[src/rtl/nvb_pkg.sv]
/*
 * Constants shared by the block-write command logic: command and status codes,
 * memory geometry, checksum polynomial and programming time.
 * Assumes a 100 MHz system clock.
 */
package nvb_pkg;

	// ************************************************************
	// Memory geometry
	// ************************************************************
	localparam int        NUM_BLOCKS   = 31;
	localparam int        BLOCK_BYTES  = 8;
	localparam logic [4:0] LAST_BLOCK  = 5'h1E;
	localparam logic [3:0] MAX_WRITES  = 4'h8;

	// ************************************************************
	// Command and completion-status codes
	// ************************************************************
	localparam logic [7:0] CMD_WRITE_BLOCK = 8'h55;
	localparam logic [7:0] CS_PROTECTED    = 8'h55;
	localparam logic [7:0] CS_EXHAUSTED    = 8'h33;
	localparam logic [7:0] CS_FAULT        = 8'hEE;
	localparam logic [3:0] CS_OK_NIBBLE    = 4'hA;

	// ************************************************************
	// Checksum, reflected form for lowest-bit-first shifting
	// ************************************************************
	localparam logic [15:0] CRC_POLY_REFL = 16'hA001;
	localparam logic [15:0] CRC_CLEAR     = 16'h0000;

	// ************************************************************
	// Timing
	// ************************************************************
	localparam int CLK_PERIOD_NS = 10;
	localparam int T_PROG_US     = 10;
	localparam int PROG_CYCLES   = (T_PROG_US * 1000 + CLK_PERIOD_NS - 1) / CLK_PERIOD_NS;

	localparam int TX_FIFO_DEPTH = 16;

	// ************************************************************
	// Command states, Gray coded in declaration order
	// ************************************************************
	typedef enum logic [2:0] {
		NVB_IDLE    = 3'b000,
		NVB_PARAM   = 3'b001,
		NVB_CRC_TX  = 3'b011,
		NVB_DATA    = 3'b010,
		NVB_RELEASE = 3'b110,
		NVB_PROG    = 3'b111,
		NVB_STATUS  = 3'b101,
		NVB_HALT    = 3'b100
	} nvb_state_t;

	function automatic logic [15:0] nvb_crc_byte(input logic [15:0] crc, input logic [7:0] b);
		logic [15:0] c;
		c = crc;
		for (int i = 0; i < 8; i++) begin
			if (c[0] ^ b[i]) begin
				c = (c >> 1) ^ CRC_POLY_REFL;
			end else begin
				c = c >> 1;
			end
		end
		return c;
	endfunction : nvb_crc_byte

endpackage : nvb_pkg

[src/rtl/nvb_block_write.sv]
/*
 * Block-write command interpreter of a single-contact serial memory, with its
 * transmit FIFO. Holds the user memory, protection bits and write counters.
 * Assumes a link layer on the same clock that delivers received bytes as
 * one-cycle strobes, signals bus reset pulses, and drains transmit bytes
 * lowest bit first with valid/ready.
 */
// Summary of operation
// Storage is 31 blocks of 8 bytes
// Write protection is never cleared once set
// Parameter byte follows command; valid one answers CRC
// Each block programs at most 8 times
// Bytes low first, bits low first
// Sent CRC is the complemented register
// Command 55h writes a whole block
// Data held in an 8-byte buffer first
// Flow continues into following blocks
// CRC after parameter and after each data block
// Master resets the bus on bad CRC
// Programming starts only after release byte
// Any byte value serves as release
// Programming time starts after release byte
// One status byte after programming
// Success status: remaining count, then A
// Protected block reports 55h, not programmed
// Exhausted block reports 33h, not programmed
// Internal programming failure reports EEh
// Master resets the bus on failed status
// First CRC over command and parameter
// Later Protocol_checksum over the eight new bytes
// Low five parameter bits give block index
// Block index above 30 is invalid
// Invalid parameter: silent until bus reset
// CRC polynomial x16+x15+x2+1
// Success decrements counter and advances block
`timescale 1ns/100ps

// ************************************************************
// Transmit FIFO with registered output stage
// ************************************************************
module nvb_fifo #(
	parameter int WIDTH = 8,
	parameter int DEPTH = 16
) (
	input  wire logic             i_clk,
	input  wire logic             i_rst_n,
	input  wire logic             i_flush,
	input  wire logic             i_in_valid,
	input  wire logic [WIDTH-1:0] i_in_data,
	output logic                  o_in_ready,
	output logic                  o_out_valid,
	output logic      [WIDTH-1:0] o_out_data,
	input  wire logic             i_out_ready
);
	localparam int AW = $clog2(DEPTH);

	logic [WIDTH-1:0] store [DEPTH];
	logic [AW-1:0]    wptr;
	logic [AW-1:0]    rptr;
	logic [AW:0]      count;
	logic             push;
	logic             pop;

	assign o_in_ready = (count != (AW+1)'(DEPTH));
	assign push       = i_in_valid && o_in_ready;
	assign pop        = (count != '0) && (!o_out_valid || i_out_ready);

	always_ff @(posedge i_clk) begin
		if (push) begin
			store[wptr] <= i_in_data;
		end
	end

	always_ff @(posedge i_clk or negedge i_rst_n) begin
		if (!i_rst_n) begin
			wptr  <= '0;
			rptr  <= '0;
			count <= '0;
		end else if (i_flush) begin
			wptr  <= '0;
			rptr  <= '0;
			count <= '0;
		end else begin
			if (push) begin
				wptr <= (wptr == AW'(DEPTH-1)) ? '0 : wptr + 1'b1;
			end
			if (pop) begin
				rptr <= (rptr == AW'(DEPTH-1)) ? '0 : rptr + 1'b1;
			end
			count <= count + (AW+1)'(push) - (AW+1)'(pop);
		end
	end

	// Output register keeps the link-facing outputs straight from flops
	always_ff @(posedge i_clk or negedge i_rst_n) begin
		if (!i_rst_n) begin
			o_out_valid <= 1'b0;
			o_out_data  <= '0;
		end else if (i_flush) begin
			o_out_valid <= 1'b0;
		end else if (pop) begin
			o_out_valid <= 1'b1;
			o_out_data  <= store[rptr];
		end else if (i_out_ready) begin
			o_out_valid <= 1'b0;
		end
	end

endmodule : nvb_fifo

// ************************************************************
// Command interpreter
// ************************************************************
module nvb_block_write
	import nvb_pkg::*;
#(
	parameter int PROG_TIME = PROG_CYCLES
) (
	input  wire logic       i_clk,
	input  wire logic       i_rst_n,
	input  wire logic       i_bus_reset,
	input  wire logic       i_rx_valid,
	input  wire logic [7:0] i_rx_byte,
	output logic            o_tx_valid,
	output logic [7:0]      o_tx_byte,
	input  wire logic       i_tx_ready,
	input  wire logic       i_prog_fail,
	output logic            o_prog_active
);

	// ************************************************************
	// Nonvolatile arrays and working state
	// ************************************************************
	// Arrays model NV cells: power-up values only, untouched by reset
	logic [7:0]  mem       [NUM_BLOCKS][BLOCK_BYTES];
	logic        protect   [NUM_BLOCKS] = '{default: 1'b0};
	logic [3:0]  remain    [NUM_BLOCKS] = '{default: MAX_WRITES};
	logic [7:0]  wbuf      [BLOCK_BYTES];

	nvb_state_t  state;
	logic [4:0]  block_index;
	logic [2:0]  byte_cnt;
	logic        tx_hi;
	logic        data_crc;
	logic [15:0] crc;
	logic [7:0]  cs_byte;
	logic [31:0] prog_cnt;
	logic        mem_we;

	logic        push_valid;
	logic [7:0]  push_data;
	logic        push_ready;
	logic        push_fire;
	logic        cs_ok;
	logic        last_crc_byte;
	logic [4:0]  rx_index;

	assign rx_index      = i_rx_byte[4:0];
	assign cs_ok         = (cs_byte[3:0] == CS_OK_NIBBLE);
	assign push_fire     = push_valid && push_ready;
	assign last_crc_byte = push_fire && tx_hi;

	// Complemented checksum, low byte first
	always_comb begin
		push_valid = 1'b0;
		push_data  = 8'h00;
		if (state == NVB_CRC_TX) begin
			push_valid = 1'b1;
			push_data  = tx_hi ? ~crc[15:8] : ~crc[7:0];      // see
		end else if (state == NVB_STATUS) begin
			push_valid = 1'b1;
			push_data  = cs_byte;
		end
	end

	// ************************************************************
	// Command sequencing
	// ************************************************************
	always_ff @(posedge i_clk or negedge i_rst_n) begin
		if (!i_rst_n) begin
			state <= NVB_IDLE;
		end else if (i_bus_reset) begin
			state <= NVB_IDLE;
		end else begin
			unique case (state)
				NVB_IDLE: begin
					if (i_rx_valid) begin
						state <= (i_rx_byte == CMD_WRITE_BLOCK) ? NVB_PARAM : NVB_HALT;
					end
				end
				NVB_PARAM: begin
					if (i_rx_valid) begin
						state <= (rx_index <= LAST_BLOCK) ? NVB_CRC_TX : NVB_HALT; // see see
					end
				end
				NVB_CRC_TX: begin
					if (last_crc_byte) begin
						state <= data_crc ? NVB_RELEASE : NVB_DATA;
					end
				end
				NVB_DATA: begin
					if (i_rx_valid && byte_cnt == 3'd7) begin
						state <= NVB_CRC_TX;
					end
				end
				NVB_RELEASE: begin
					if (i_rx_valid) begin
						state <= NVB_PROG;                            // see
					end
				end
				NVB_PROG: begin
					if (prog_cnt == 32'd0) begin
						state <= NVB_STATUS;
					end
				end
				NVB_STATUS: begin
					if (push_fire) begin
						state <= (cs_ok && block_index != LAST_BLOCK) ? NVB_DATA : NVB_HALT;
					end
				end
				NVB_HALT: begin
					state <= NVB_HALT;
				end
			endcase
		end
	end

	// ************************************************************
	// Block index, byte counters, checksum phase
	// ************************************************************
	always_ff @(posedge i_clk or negedge i_rst_n) begin
		if (!i_rst_n) begin
			block_index <= 5'h00;
			byte_cnt    <= 3'd0;
			tx_hi       <= 1'b0;
			data_crc    <= 1'b0;
		end else if (i_bus_reset) begin
			byte_cnt <= 3'd0;
			tx_hi    <= 1'b0;
			data_crc <= 1'b0;
		end else begin
			if (state == NVB_PARAM && i_rx_valid) begin
				block_index <= rx_index;
			end
			if (state == NVB_STATUS && push_fire && cs_ok && block_index != LAST_BLOCK) begin
				block_index <= block_index + 5'd1;
			end
			if (state == NVB_DATA && i_rx_valid) begin
				byte_cnt <= byte_cnt + 3'd1;
			end
			if (push_fire && state == NVB_CRC_TX) begin
				tx_hi <= ~tx_hi;
			end
			if (last_crc_byte) begin
				data_crc <= 1'b1;
			end
		end
	end

	always_ff @(posedge i_clk) begin
		if (state == NVB_DATA && i_rx_valid) begin
			wbuf[byte_cnt] <= i_rx_byte;
		end
	end

	// ************************************************************
	// Checksum generator
	// ************************************************************
	always_ff @(posedge i_clk or negedge i_rst_n) begin
		if (!i_rst_n) begin
			crc <= CRC_CLEAR;
		end else if (i_rx_valid && state == NVB_IDLE) begin
			crc <= nvb_crc_byte(CRC_CLEAR, i_rx_byte);         // see
		end else if (i_rx_valid && (state == NVB_PARAM || state == NVB_DATA)) begin
			crc <= nvb_crc_byte(crc, i_rx_byte);               // see
		end else if (last_crc_byte || (state == NVB_STATUS && push_fire)) begin
			crc <= CRC_CLEAR;
		end
	end

	// ************************************************************
	// Programming timer and completion status
	// ************************************************************
	// Refused writes skip the timer: nothing is programmed
	always_ff @(posedge i_clk or negedge i_rst_n) begin
		if (!i_rst_n) begin
			prog_cnt      <= 32'd0;
			o_prog_active <= 1'b0;
			cs_byte       <= 8'h00;
		end else if (i_bus_reset) begin
			prog_cnt      <= 32'd0;
			o_prog_active <= 1'b0;
		end else if (state == NVB_RELEASE && i_rx_valid) begin
			if (protect[block_index]) begin
				cs_byte <= CS_PROTECTED;
			end else if (remain[block_index] == 4'h0) begin
				cs_byte <= CS_EXHAUSTED;                       // see
			end else begin
				prog_cnt      <= 32'(PROG_TIME - 1);
				o_prog_active <= 1'b1;
			end
		end else if (state == NVB_PROG) begin
			if (prog_cnt != 32'd0) begin
				prog_cnt <= prog_cnt - 32'd1;
			end else if (o_prog_active) begin
				o_prog_active <= 1'b0;
				if (i_prog_fail) begin
					cs_byte <= CS_FAULT;
				end else begin
					cs_byte <= {remain[block_index] - 4'h1, CS_OK_NIBBLE};
				end
			end
		end
	end

	assign mem_we = (state == NVB_PROG) && (prog_cnt == 32'd0) && o_prog_active && !i_prog_fail;

	// Protection bits have no clearing path at all
	always_ff @(posedge i_clk) begin
		if (mem_we) begin
			for (int i = 0; i < BLOCK_BYTES; i++) begin
				mem[block_index][i] <= wbuf[i];
			end
			remain[block_index] <= remain[block_index] - 4'h1;
		end
	end

	// ************************************************************
	// Transmit path
	// ************************************************************
	nvb_fifo #(
		.WIDTH (8),
		.DEPTH (TX_FIFO_DEPTH)
	) u_tx_fifo (
		.i_clk       (i_clk),
		.i_rst_n     (i_rst_n),
		.i_flush     (i_bus_reset),
		.i_in_valid  (push_valid),
		.i_in_data   (push_data),
		.o_in_ready  (push_ready),
		.o_out_valid (o_tx_valid),
		.o_out_data  (o_tx_byte),
		.i_out_ready (i_tx_ready)
	);

	logic [3:0] remain_cur;
	logic       prot_cur;
	assign remain_cur = remain[block_index];
	assign prot_cur   = protect[block_index];
endmodule : nvb_block_write

[config.mk]
export PLATFORM = sky130hd
export DESIGN_NAME = nvb_block_write
export DESIGN_NICKNAME = d
export VERILOG_FILES = /design/src/rtl/nvb_pkg.sv /design/src/rtl/nvb_block_write.sv
export SDC_FILE = /design/constraint.sdc
export NUM_CORES = 1
export LEC_CHECK = 0
export ABC_CLOCK_PERIOD_IN_PS = 4400
export BUFFER_PORTS_ARGS = -buffer_cell sky130_fd_sc_hd__buf_2
export CAP_MARGIN = 20
export CORE_UTILIZATION = 63
export CTS_CLUSTER_DIAMETER = 200
export CTS_CLUSTER_SIZE = 12
export DETAILED_ROUTE_END_ITERATION = 12
export GPL_TIMING_DRIVEN = 0
export HOLD_SLACK_MARGIN = 0.08
export PLACE_DENSITY = 0.89
export SKIP_CTS_REPAIR_TIMING = 1
export SYNTH_ARGS = -nofsm -noshare
export SYNTH_HDL_FRONTEND = slang
export SYNTH_HIERARCHICAL = 1
export SYNTH_SLANG_ARGS = --single-unit
[constraint.sdc]
create_clock -name i_clk -period 4.4 [get_ports i_clk]
set_input_delay 1.32 -clock i_clk [delete_from_list [all_inputs] [get_ports i_clk]]
set_output_delay 1.32 -clock i_clk [all_outputs]
set_load 0.02 [all_outputs]
==> results of run 1 <==
==> Yosys cell counts, types with 6 or more instances <==
cell type,instances
a22o_1,14
a31oi_1,8
buf_2,18
dfrtp_1,92
xor2_1,25
clkbuf_1,18
or3_1,6
edfxtp_1,252
mux2i_1,46
nor3_1,18
xnor2_1,34
nand3b_1,6
nand3_1,25
nor4_1,13
ha_1,24
nand2b_1,15
a21oi_1,30
nand2_1,45
and2_1,13
a22oi_1,7
a211oi_1,13
inv_1,41
nor2_1,106
a21o_1,14
o22ai_1,17
o21ai_0,21
mux2_2,7
mux4_1,24
nand4_1,11
and3_1,6
mux4_2,21
nor2b_1,11
==> per-stage QoR <==
step | setup TNS (ns) | total power, uW
after detailed placement | 0 | 8892
final | 0 | 11600
after global placement | -101.01 | 8333
after floorplan | 0 | 7452
after CTS | 0 | 11560
after global routing | 0 | 12020
==> state kept, by name, indices dropped and copies added, names as in the netlist, 5 cells and up <==
signal,cells
crc,16
u_tx_fifo/count,5
prog_cnt,32
u_tx_fifo/store,128
block_index,5
u_tx_fifo/o_out_data,8
remain,124
cs_byte,8
==> final timing paths <==
kind | start | endpoint | slack (ns) | cells after the start
setup / recovery | block_index[1]$_DFFE_PN0P_ | remain[3][3]$_DFFE_PP_ | 0.23 | 11
hold / removal | u_tx_fifo/o_out_data[6]$_DFFE_PN0P_ | u_tx_fifo/o_out_data[6]$_DFFE_PN0P_ | 0.48 | 1
setup reg to reg | block_index[1]$_DFFE_PN0P_ | remain[3][3]$_DFFE_PP_ | 0.23 | 11
hold reg to reg | u_tx_fifo/o_out_data[6]$_DFFE_PN0P_ | u_tx_fifo/o_out_data[6]$_DFFE_PN0P_ | 0.48 | 1
max in group asynchronous | i_rst_n | prog_cnt[28]$_DFFE_PN0P_ | 2.88 | 2
min in group asynchronous | i_rst_n | u_tx_fifo/rptr[3]$_DFFE_PN0P_ | 0.83 | 1
==> worst max-delay path, delay by kind of cell, from the launching register on <==
family | cells | cell delay, ns
multiplexers | 1 | 0.36
flip-flops | 1 | 0.56
AND/OR/NAND/NOR | 2 | 0.70
AO/OA/AOI/OAI | 1 | 0.12
XOR/XNOR | 1 | 0.60
buffers and inverters | 6 | 1.64
==> power breakdown <==
group	switching, uW	internal [uW]
combinational	2640	1550
sequential	221	4510
clock	1150	1520
total	4010	7590
==> area by class of cell <==
cell class                 instances  area, um^2
antenna                            2       5.005
fill                            1504        7030
inverter                          41       157.7
sequential                       344        9869
clock buffer                      60       991.0
buffer                            53       355.3
clock inverter                     1       8.758
tap                              324       405.4
multi-input combinational        654        5314
timing repair buffer              27       182.7
==> cells by family (layout without fill, tap and decap cells) <==
family	after synthesis	count (layout)	share of synthesized area, %
xor gates and xnor gates	60	60	3.447
muxes	98	98	10.50
buffers and inverters	94	182	3.255
other	0	2	0
and+or+nand+nor	303	303	9.964
adders and majority gates	25	25	2.047
DFF	344	344	63.08
AOI/OAI and AO/OA	168	168	7.709
==> per-layer routing <==
metal	up-vias	global-route usage, %	part of all wire [%]
li1	4301	-	-
met1	4794	33.49	37
met2	450	50.71	52
met3	119	4.897	6.7
met4	0	13.37	4.4
met5	-	0	0
==> summary.txt, run 1 <==
Status
  – Status: complete, no violations

Clocking
  – Max Root-Sink Buffers: 3
  – Worst skew pair latency: 0.51 ns
  – H-Tree Depth: 2
  – Total clock sinks: about 340
  – Number of buffers created by CTS: 34
  – Root Buffer: clkbuf_16
  – Clock transition at path regs: roughly 0.060 ns
  – CTS tree: done

Job
  – Max-Cap Viols: 0

Global route
  – GR Overflow Total: 0
  – Vias in the first global route: 10070
  – Initial antenna violation count: 2
  – Largest net degree at the start of global routing: 50
  – Global-route wire length before repair: around 55000 um
  – GRT Total Usage: 28.42%

Routing
  – Antenna Violating Nets Remaining: 0
  – DRC: 0
  – Drt pass-1 iters: 6
  – Routed vias/inst: roughly 6.4
  – Initial DRC Count: 1109
  – DR vias: between 9000 and 10000
  – Final WL: between 30000 and 40000 um
  – Routed WL per cell: between 20 and 25 um

Pwr
  – Max rail drop VDD: 0.6381 mV
  – Leakage power: around 0.0061 uW
  – Power density over cell area: 670.9 nW/um^2

Logic synthesis
  – Synth top area share: roughly half
  – Async SR Flop Fraction: between 20% and 30%
  – Post-Synthesis Cells: roughly 1100
  – EDFF count, synth: 252
  – Post-Syn Area: 15650 um^2
  – Netlist cell types: 84
  – Sequential share of the synthesized area: between 60% and 70%
  – Ys flop type: edfxtp_1
  – Ranking of synthesized cells by area: edfxtp_1 (48%), dfrtp_1 (15%), mux4_1 (4.0%)
  – Number of synthesized register bits: 344
  – Ys Warns: 6
  – Syn nets: ~1100
  – Synth area leader: edfxtp_1
  – Avg Inst Size Synth: between 10 and 15 um^2

Setup path
  – CP Data Required Time: roughly 4.8 ns
  – Worst Path Max Fanout: 20
  – CP startpoint kind: flip-flop
  – Most frequent CP cell: buf_2
  – Slowest cell on crit path: xor2_2
  – Endpoint class of the critical path: flip-flop
  – CP max stage delay: roughly 0.60 ns
  – WP data arrival: around 4.5 ns
  – Crit Path Class: reg2reg
  – Crit-path cells: buf_2 > buf_2 > buf_2 > mux4_2 > inv_1 > o221ai_2 > nor3_4 > buf_8 > nand3_1 > xor2_2 > buf_8

STA
  – Max-slew headroom: between 20% and 30%
  – Fin crit period: around 4.2 ns
  – Fmax: ~240 MHz
  – Fin Hold WS: about 0.48 ns
  – Max-slew violation count: 0
  – Final hold vios: 0
  – Slew of the pin with the lowest slew margin: 1.139 ns
  – Setup WS post-layout: about 0.23 ns
  – RSZ-0062 raised after global routing: no
  – Final setup vio count: 0
  – Setup Skew: approximately 0.012 ns
  – Fin crit share: approximately 95%

Cells and area
  – P&R area growth vs syn: 10.50%
  – Most common cell after layout, fill and taps aside: edfxtp_1
  – Post-route cell area: 17290 um^2
  – Fin nets: about 1200
  – Fin util: between 70% and 80%
  – Most frequent cells in the layout: edfxtp_1 (252), nor2_1 (106), dfrtp_1 (92), mux2i_1 (46), nand2_1 (45)
  – Share of layout cells above drive strength 1: between 10% and 20%
  – Final cell count without fillers: about 1500

Die
  – Die height: ~160 um
  – Die X: roughly 160 um
  – Initial Util: between 60% and 70%
  – Core ar.: around 24000 um^2
  – Top Ports: 24
  – Row count: between 50 and 60
  – Die area: 25470 um^2

Placed design
  – Placed insts: between 1000 and 1500
  – Post-place instance area: between 15000 and 20000 um^2
  – Post-place setup slack: about 0.17 ns
  – Port bufs: 23
  – GPL Wtd Cong: slightly above 0.9
  – Final HPWL from detailed placement: about 24000 um

Worst hold path
  – HP Class: reg2reg
Note: power is estimated with default switching activity, not from simulation.
==> run 2: changes to the inputs <==
--- a/config.mk
+++ b/config.mk
@@ -8,13 +8,13 @@
 export ABC_CLOCK_PERIOD_IN_PS = 4400
 export BUFFER_PORTS_ARGS = -buffer_cell sky130_fd_sc_hd__buf_2
 export CAP_MARGIN = 20
-export CORE_UTILIZATION = 63
+export CORE_UTILIZATION = 50
 export CTS_CLUSTER_DIAMETER = 200
 export CTS_CLUSTER_SIZE = 12
 export DETAILED_ROUTE_END_ITERATION = 12
 export GPL_TIMING_DRIVEN = 0
 export HOLD_SLACK_MARGIN = 0.08
-export PLACE_DENSITY = 0.89
+export PLACE_DENSITY = 0.75
 export SKIP_CTS_REPAIR_TIMING = 1
 export SYNTH_ARGS = -nofsm -noshare
 export SYNTH_HDL_FRONTEND = slang
==> run 2 against run 1 <==
Against the previous run:
- sequential cell count unchanged
- clock skew up 0.0050 ns
- cell area up 0.93%
- via count about the same
- global-route usage down 6.1 points
- register-to-register slack better by 0.08 ns
- hold slack worse by 0.0032 ns
- non-clock buffer count up 4
- critical path type unchanged
- critical endpoint is now remain[10][1]$_DFFE_PP_
- largest power group unchanged
==> summary.txt, run 2 (synthesis results as in run 1) <==
Status
  – Status: complete, no violations

Setup path
  – Flop2flop setup slack: 0.32 ns (+0.08 ns)
  – Register-to-Register Path Depth: 9 (-2)
  – Slowest cell on crit path: inv_1
  – CP bufs+invs: 5 (-1)
  – Reg2reg end: remain[10][1]$_DFFE_PP_
  – Endpoint class of the critical path: flip-flop
  – Critical path's top delay family: buffers and inverters
  – CP Data Required Time: 4.56 ns (-0.19 ns)
  – Worst path depth: 9 (-2)
  – WP data arrival: 4.25 ns (-0.27 ns)
  – Worst Path Max Fanout: 31 (+55%)
  – Crit Path Class: reg2reg
  – CP startpoint kind: flip-flop
  – Most frequent CP cell: buf_2
  – Crit-path cells: buf_2 > buf_2 > buf_2 > mux4_2 > inv_1 > o221ai_2 > nor3_4 > ha_1 > inv_1
  – CP max stage delay: 0.73 ns (+0.13 ns)
  – R2r startpoint: block_index[1]$_DFFE_PN0P_
  – Critical Path Start: block_index[1]$_DFFE_PN0P_
  – CP Capture Point: remain[10][1]$_DFFE_PP_

Clocking
  – H-Tree Depth: 2 (unchanged)
  – Max Root-Sink Buffers: 3 (unchanged)
  – Number of buffers created by CTS: 34 (unchanged)
  – Total clock sinks: 344 (unchanged)
  – Root Buffer: clkbuf_16
  – Worst skew pair latency: 0.52 ns (about the same)
  – CTS tree: done
  – Clock transition at path regs: 0.06 ns (about the same)

Worst hold path
  – HP Class: reg2reg
  – Min-delay src: u_tx_fifo/o_out_data[4]$_DFFE_PN0P_

Pwr
  – Clock power frac: 23.6% (+0.5 points)
  – Sw power: 3972 uW (-0.98%)
  – Seq pwr share: 40.5% (-0.3 points)
  – Max rail drop VDD: 0.5565 mV (-13%)
  – Switching Fraction: 34.10% (-0.48 points)
  – Combinational share of power: 35.9% (-0.2 points)
  – Int Pwr: 7676 uW (+1.1%)
  – Leakage power: 0.006181 uW (+0.82%)
  – Power density over cell area: 667.5 nW/um^2 (-0.51%)

Cells and area
  – Biggest register: u_tx_fifo/store
  – Largest register FFs: 128 (unchanged)
  – Fin nets: 1198 (+0.34%)
  – Final cell count without fillers: 1577 (+4.7%)
  – Fill cell count: 2347 (+56%)
  – Biggest regs: u_tx_fifo/store x128, remain x124, prog_cnt x32
  – Most frequent cells in the layout: edfxtp_1 (252), nor2_1 (106), dfrtp_1 (92), mux2i_1 (46), nand2_1 (45)
  – Most common cell after layout, fill and taps aside: edfxtp_1
  – Share of layout cells above drive strength 1: 12.98% (+0.35 points)
  – P&R area growth vs syn: 11.52%

Routing
  – Final WL: 34740 um (-0.84%)
  – DRC: 0 (unchanged)
  – Drt pass-1 iters: 6 (unchanged)
  – Routed WL per cell: 22.03 um (-5.3%)
  – Initial DRC Count: 1277 (+15%)
  – DR vias: 9660 (-0.041%)
  – Antenna Violating Nets Remaining: 0 (unchanged)
  – Routed vias/inst: 6.126 (-4.5%)

Placed design
  – Final HPWL from detailed placement: 22680 um (-4.5%)
  – Port bufs: 23 (unchanged)
  – Placed insts: 1519 (+5.3%)
  – GPL Wtd Cong: 0.9439 (+1.3%)

Die
  – Die height: 178.9 um (+12%)
  – Top Ports: 24 (unchanged)
  – Core ar.: 30670 um^2 (+26%)
  – Die area: 32000 um^2 (+26%)
  – Initial Util: 51.02% (-13 points)
  – Row count: 64 (+12%)
  – Die X: 178.9 um (+12%)

STA
  – Fin Hold WS: 0.4749 ns (-0.003159 ns)
  – Max-slew headroom: 33.02% (+9.6 points)
  – Setup Skew: 0.01707 ns (+0.004976 ns)
  – Final setup TNS: 0 ns (unchanged)
  – Max-slew violation count: 0 (unchanged)
  – RSZ-0062 raised after global routing: no
  – Fin crit period: 4.083 ns (-0.08350 ns)
  – Final hold vios: 0 (unchanged)
  – Slew of the pin with the lowest slew margin: 1.004 ns (-0.1351 ns)
  – Fin crit share: 92.80% (-1.9 points)
  – Fmax: 244.9 MHz (+2.0%)
  – Final setup vio count: 0 (unchanged)

Global route
  – GR Overflow Total: 0 (unchanged)
  – Global-route wire length before repair: 53800 um (-2.3%)
  – Vias in the first global route: 9451 (-6.2%)
  – GRT Total Usage: 22.36% (-6.1 points)
  – Largest net degree at the start of global routing: 57 (+14%)
  – Initial antenna violation count: 2 (unchanged)

Job
  – Max-Cap Viols: 0 (unchanged)
==> run 2: power by group through the flow <==
stage / Combinational, uW / Sequential (uW) / Clock (uW)
after floorplan: 2670 / 4780 / 0
final: 4190 / 4720 / 2750
after global routing: 4490 / 4740 / 2920
after detailed placement: 4140 / 4770 / 0
after CTS: 4170 / 4710 / 2800
after global placement: 3650 / 4710 / 0
==> run 2: metal layers <==
| metal | routed length (um) | up-vias | GRT usage (%) | share of wire [%] |
|---|---|---|---|---|
| li1 | - | 4309 | - | - |
| met1 | 14190 | 4823 | 30.23 | 41 |
| met2 | 16870 | 432 | 36.62 | 49 |
| met3 | 2563 | 94 | 4.029 | 7.4 |
| met4 | 1101 | 2 | 7.309 | 3.2 |
| met5 | 11 | - | 0 | 0.032 |
==> run 2: layout make-up <==
cell class	instances	area (um^2)	area share, %
buffer	53	355.3	2.036
sequential	344	9869	56.56
inverter	41	153.9	0.8820
tap	396	495.5	2.840
clock inverter	1	30.03	0.1721
clock buffer	55	993.5	5.693
multi-input combinational	654	5314	30.45
antenna	2	5.005	0.02868
timing repair buffer	31	232.7	1.334
==> run 2: stage by stage <==
step / setup slack (ns) / util (%) / cell area [um^2] / power [uW]
3_5_place_dp: 0.4038 / 53.54 / 16420 / 8914
5_1_grt: 0.1941 / 56.88 / 17440 / 12150
6_report: 0.3169 / 56.89 / 17450 / 11650
2_1_floorplan: 0.4586 / - / 15650 / 7452
3_3_place_gp: -1.633 / 53.01 / 16260 / 8364
4_1_cts: 0.3360 / 56.88 / 17440 / 11680
==> run 2: how the worst min path moves through the flow <==
stage	endpoint	cells past startpoint
global placement	u_tx_fifo/o_out_data[4]$_DFFE_PN0P_	1
detailed placement	u_tx_fifo/o_out_data[4]$_DFFE_PN0P_	1
floorplan	cs_byte[1]$_DFFE_PN0P_	1
CTS	u_tx_fifo/o_out_data[4]$_DFFE_PN0P_	1
finish	u_tx_fifo/o_out_data[4]$_DFFE_PN0P_	1
global route	u_tx_fifo/o_out_data[0]$_DFFE_PN0P_	1
==> run 3: changes to the inputs <==
--- a/config.mk
+++ b/config.mk
@@ -14,7 +14,7 @@
 export DETAILED_ROUTE_END_ITERATION = 12
 export GPL_TIMING_DRIVEN = 0
 export HOLD_SLACK_MARGIN = 0.08
-export PLACE_DENSITY = 0.75
+export PLACE_DENSITY = 0.66
 export SKIP_CTS_REPAIR_TIMING = 1
 export SYNTH_ARGS = -nofsm -noshare
 export SYNTH_HDL_FRONTEND = slang
==> run 3 against run 2 <==
Against the previous run:
- cell area down 0.27%
- sequential cell count stayed put
- routed wire length down 3.5%
- clock power decreased by 3%
- clock-buffer cell count decreased by 5
- first-iteration DRC count decreased by 43%
- register-to-register slack improved by 0.11 ns
- via count decreased by 3.2%
- die area stayed put
- sequential power is essentially flat
- combinational power hardly changed
- setup slack better by 0.11 ns
- critical endpoint is now remain[8][3]$_DFFE_PP_
- highest routed layer is now met4
==> summary.txt, run 3 (synthesis results as in run 1) <==
Status
  – Status: complete, no violations

Die
  – Die X: 178.9 um (unchanged)
  – Row count: 64 (unchanged)
  – Die height: 178.9 um (unchanged)
  – Initial Util: 51.02% (unchanged)
  – Top Ports: 24 (unchanged)
  – Core ar.: 30670 um^2 (unchanged)
  – Die area: 32000 um^2 (unchanged)

Clocking
  – Worst skew pair latency: 0.52 ns (about the same)
  – Total clock sinks: 344 (unchanged)
  – Root Buffer: clkbuf_16
  – H-Tree Depth: 2 (unchanged)
  – Clock transition at path regs: 0.06 ns (about the same)
  – Number of buffers created by CTS: 34 (unchanged)
  – Max Root-Sink Buffers: 3 (unchanged)
  – CTS tree: done

Routing
  – Antenna Violating Nets Remaining: 0 (unchanged)
  – DR vias: 9348 (-3.2%)
  – DRC: 0 (unchanged)
  – Initial DRC Count: 731 (-43%)
  – Final WL: 33530 um (-3.5%)
  – Routed vias/inst: 5.939 (-3.0%)
  – Drt pass-1 iters: 6 (unchanged)
  – Routed WL per cell: 21.30 um (-3.3%)

Worst hold path
  – HP Class: reg2reg

Cells and area
  – Fill cell count: 2454 (+4.6%)
  – Post-route cell area: 17400 um^2 (-0.27%)
  – Area taken by multi-input logic gates: 5314 um^2 (unchanged)
  – Most common cell after layout, fill and taps aside: edfxtp_1
  – P&R area growth vs syn: 11.22%
  – Share of layout cells above drive strength 1: 13.08% (+0.11 points)
  – Sequential cell area: 9869 um^2 (unchanged)
  – Biggest regs: u_tx_fifo/store x128, remain x124, prog_cnt x32
  – Final cell count without fillers: 1574 (-0.19%)
  – Biggest register: u_tx_fifo/store
  – Fin nets: 1198 (unchanged)
  – Most frequent cells in the layout: edfxtp_1 (252), nor2_1 (106), dfrtp_1 (92), mux2i_1 (46), nand2_1 (45)
  – Largest register FFs: 128 (unchanged)

Pwr
  – Max rail drop VDD: 0.6694 mV (+20%)
  – Leakage power: 0.006153 uW (-0.46%)
  – Total power: 11540 uW (-0.94%)
  – Power density over cell area: 663.1 nW/um^2 (-0.67%)

Global route
  – Global-route wire length before repair: 52560 um (-2.3%)
  – Top Usage Layer GRT: met2
  – Vias in the first global route: 9192 (-2.7%)
  – Met3 usage: 3.181% (-0.85 points)
  – Initial antenna violation count: 1 (-1)
  – Met1 GRT Util: 30.60% (+0.37 points)
  – GR Overflow Total: 0 (unchanged)
  – Met2 Use GR: 35.01% (-1.6 points)
  – GRT Total Usage: 21.84% (-0.52 points)
  – Largest net degree at the start of global routing: 59 (+3.5%)

STA
  – Final hold vios: 0 (unchanged)
  – Fmax: 251.8 MHz (+2.8%)
  – Slew of the pin with the lowest slew margin: 0.9249 ns (-0.07868 ns)
  – RSZ-0062 raised after global routing: no
  – Fin crit period: 3.972 ns (-0.1110 ns)
  – Max-slew violation count: 0 (unchanged)
  – Fin Hold WS: 0.4695 ns (-0.005392 ns)
  – Setup Skew: 0.02623 ns (+0.009160 ns)
  – Fin crit share: 90.28% (-2.5 points)
  – Max-slew headroom: 38.34% (+5.3 points)
  – Final setup TNS: 0 ns (unchanged)
  – Final setup vio count: 0 (unchanged)

Placed design
  – Placed insts: 1519 (unchanged)
  – GPL Wtd Cong: 0.8672 (-8.1%)
  – Port bufs: 23 (unchanged)
  – Final HPWL from detailed placement: 22740 um (+0.25%)
  – Post-place instance area: 16420 um^2 (unchanged)

Job
  – Max-Cap Viols: 0 (unchanged)

Setup path
  – Crit Path Class: reg2reg
  – Worst Path Max Fanout: 21 (-32%)
  – Endpoint class of the critical path: flip-flop
  – CP Data Required Time: 4.77 ns (+0.21 ns)
  – WP data arrival: 4.34 ns (+0.09 ns)
  – CP startpoint kind: flip-flop
[run 3: cell count changes in the layout (fill, tap and decap cells not counted), sizes merged]
cell,previous run,this run
inv,41,42
clkinvlp,0,1
clkinv,0,1
diode,2,1
clkbuf,74,69
[run 3: critical path, stage by stage, from the launching register on]
cell,delay (ns)
dfrtp_1,0.51
buf_2,0.30
buf_2,0.36
buf_2,0.36
mux4_2,0.35
inv_1,0.08
o221ai_2,0.13
nor3_4,0.62
nand3_1,0.24
xor2_2,0.59
buf_8,0.26
[run 3: per-layer routing]
metal | up-vias | wire length [um] | share of wire [%]
met4 | 0 | 908 | 2.7
met3 | 73 | 1702 | 5.1
met5 | - | 0 | 0
met2 | 284 | 15900 | 47
li1 | 4306 | - | -
met1 | 4685 | 15020 | 45
[run 3: power by group]
group	total [uW]	switching (uW)	internal, uW
combinational	4160	2580	1580
sequential	4710	199	4510
clock	2670	1180	1490
[run 3: path summary, 6_finish.rpt]
check	from	end	slack [ns]	cells past startpoint
min in group asynchronous	i_rst_n	u_tx_fifo/count[2]$_DFF_PN0_	0.77	1
worst min-delay path	u_tx_fifo/o_out_data[1]$_DFFE_PN0P_	u_tx_fifo/o_out_data[1]$_DFFE_PN0P_	0.47	1
worst max register to register	block_index[1]$_DFFE_PN0P_	remain[8][3]$_DFFE_PP_	0.43	10
worst max-delay path	block_index[1]$_DFFE_PN0P_	remain[8][3]$_DFFE_PP_	0.43	10
worst min register to register	u_tx_fifo/o_out_data[1]$_DFFE_PN0P_	u_tx_fifo/o_out_data[1]$_DFFE_PN0P_	0.47	1
max in group asynchronous	i_rst_n	cs_byte[2]$_DFFE_PN0P_	2.96	2
[run 3: final cells by class]
cell class	instances	area share, %
inverters	41	0.9060
plain buffers	53	2.042
diodes	1	0.01438
well taps	396	2.847
clock buffers	50	5.234
flip-flops and latches	344	56.72
repair buffers	31	1.337
clock inverters	4	0.3667
multi-input cells	654	30.54
[run 3: per-stage QoR]
step / setup WS (ns) / util [%]
2_1_floorplan: 0.4586 / -
3_3_place_gp: -1.874 / 53.01
3_5_place_dp: 0.2196 / 53.54
4_1_cts: 0.2084 / 56.72
5_1_grt: 0.2332 / 56.74
6_report: 0.4279 / 56.74
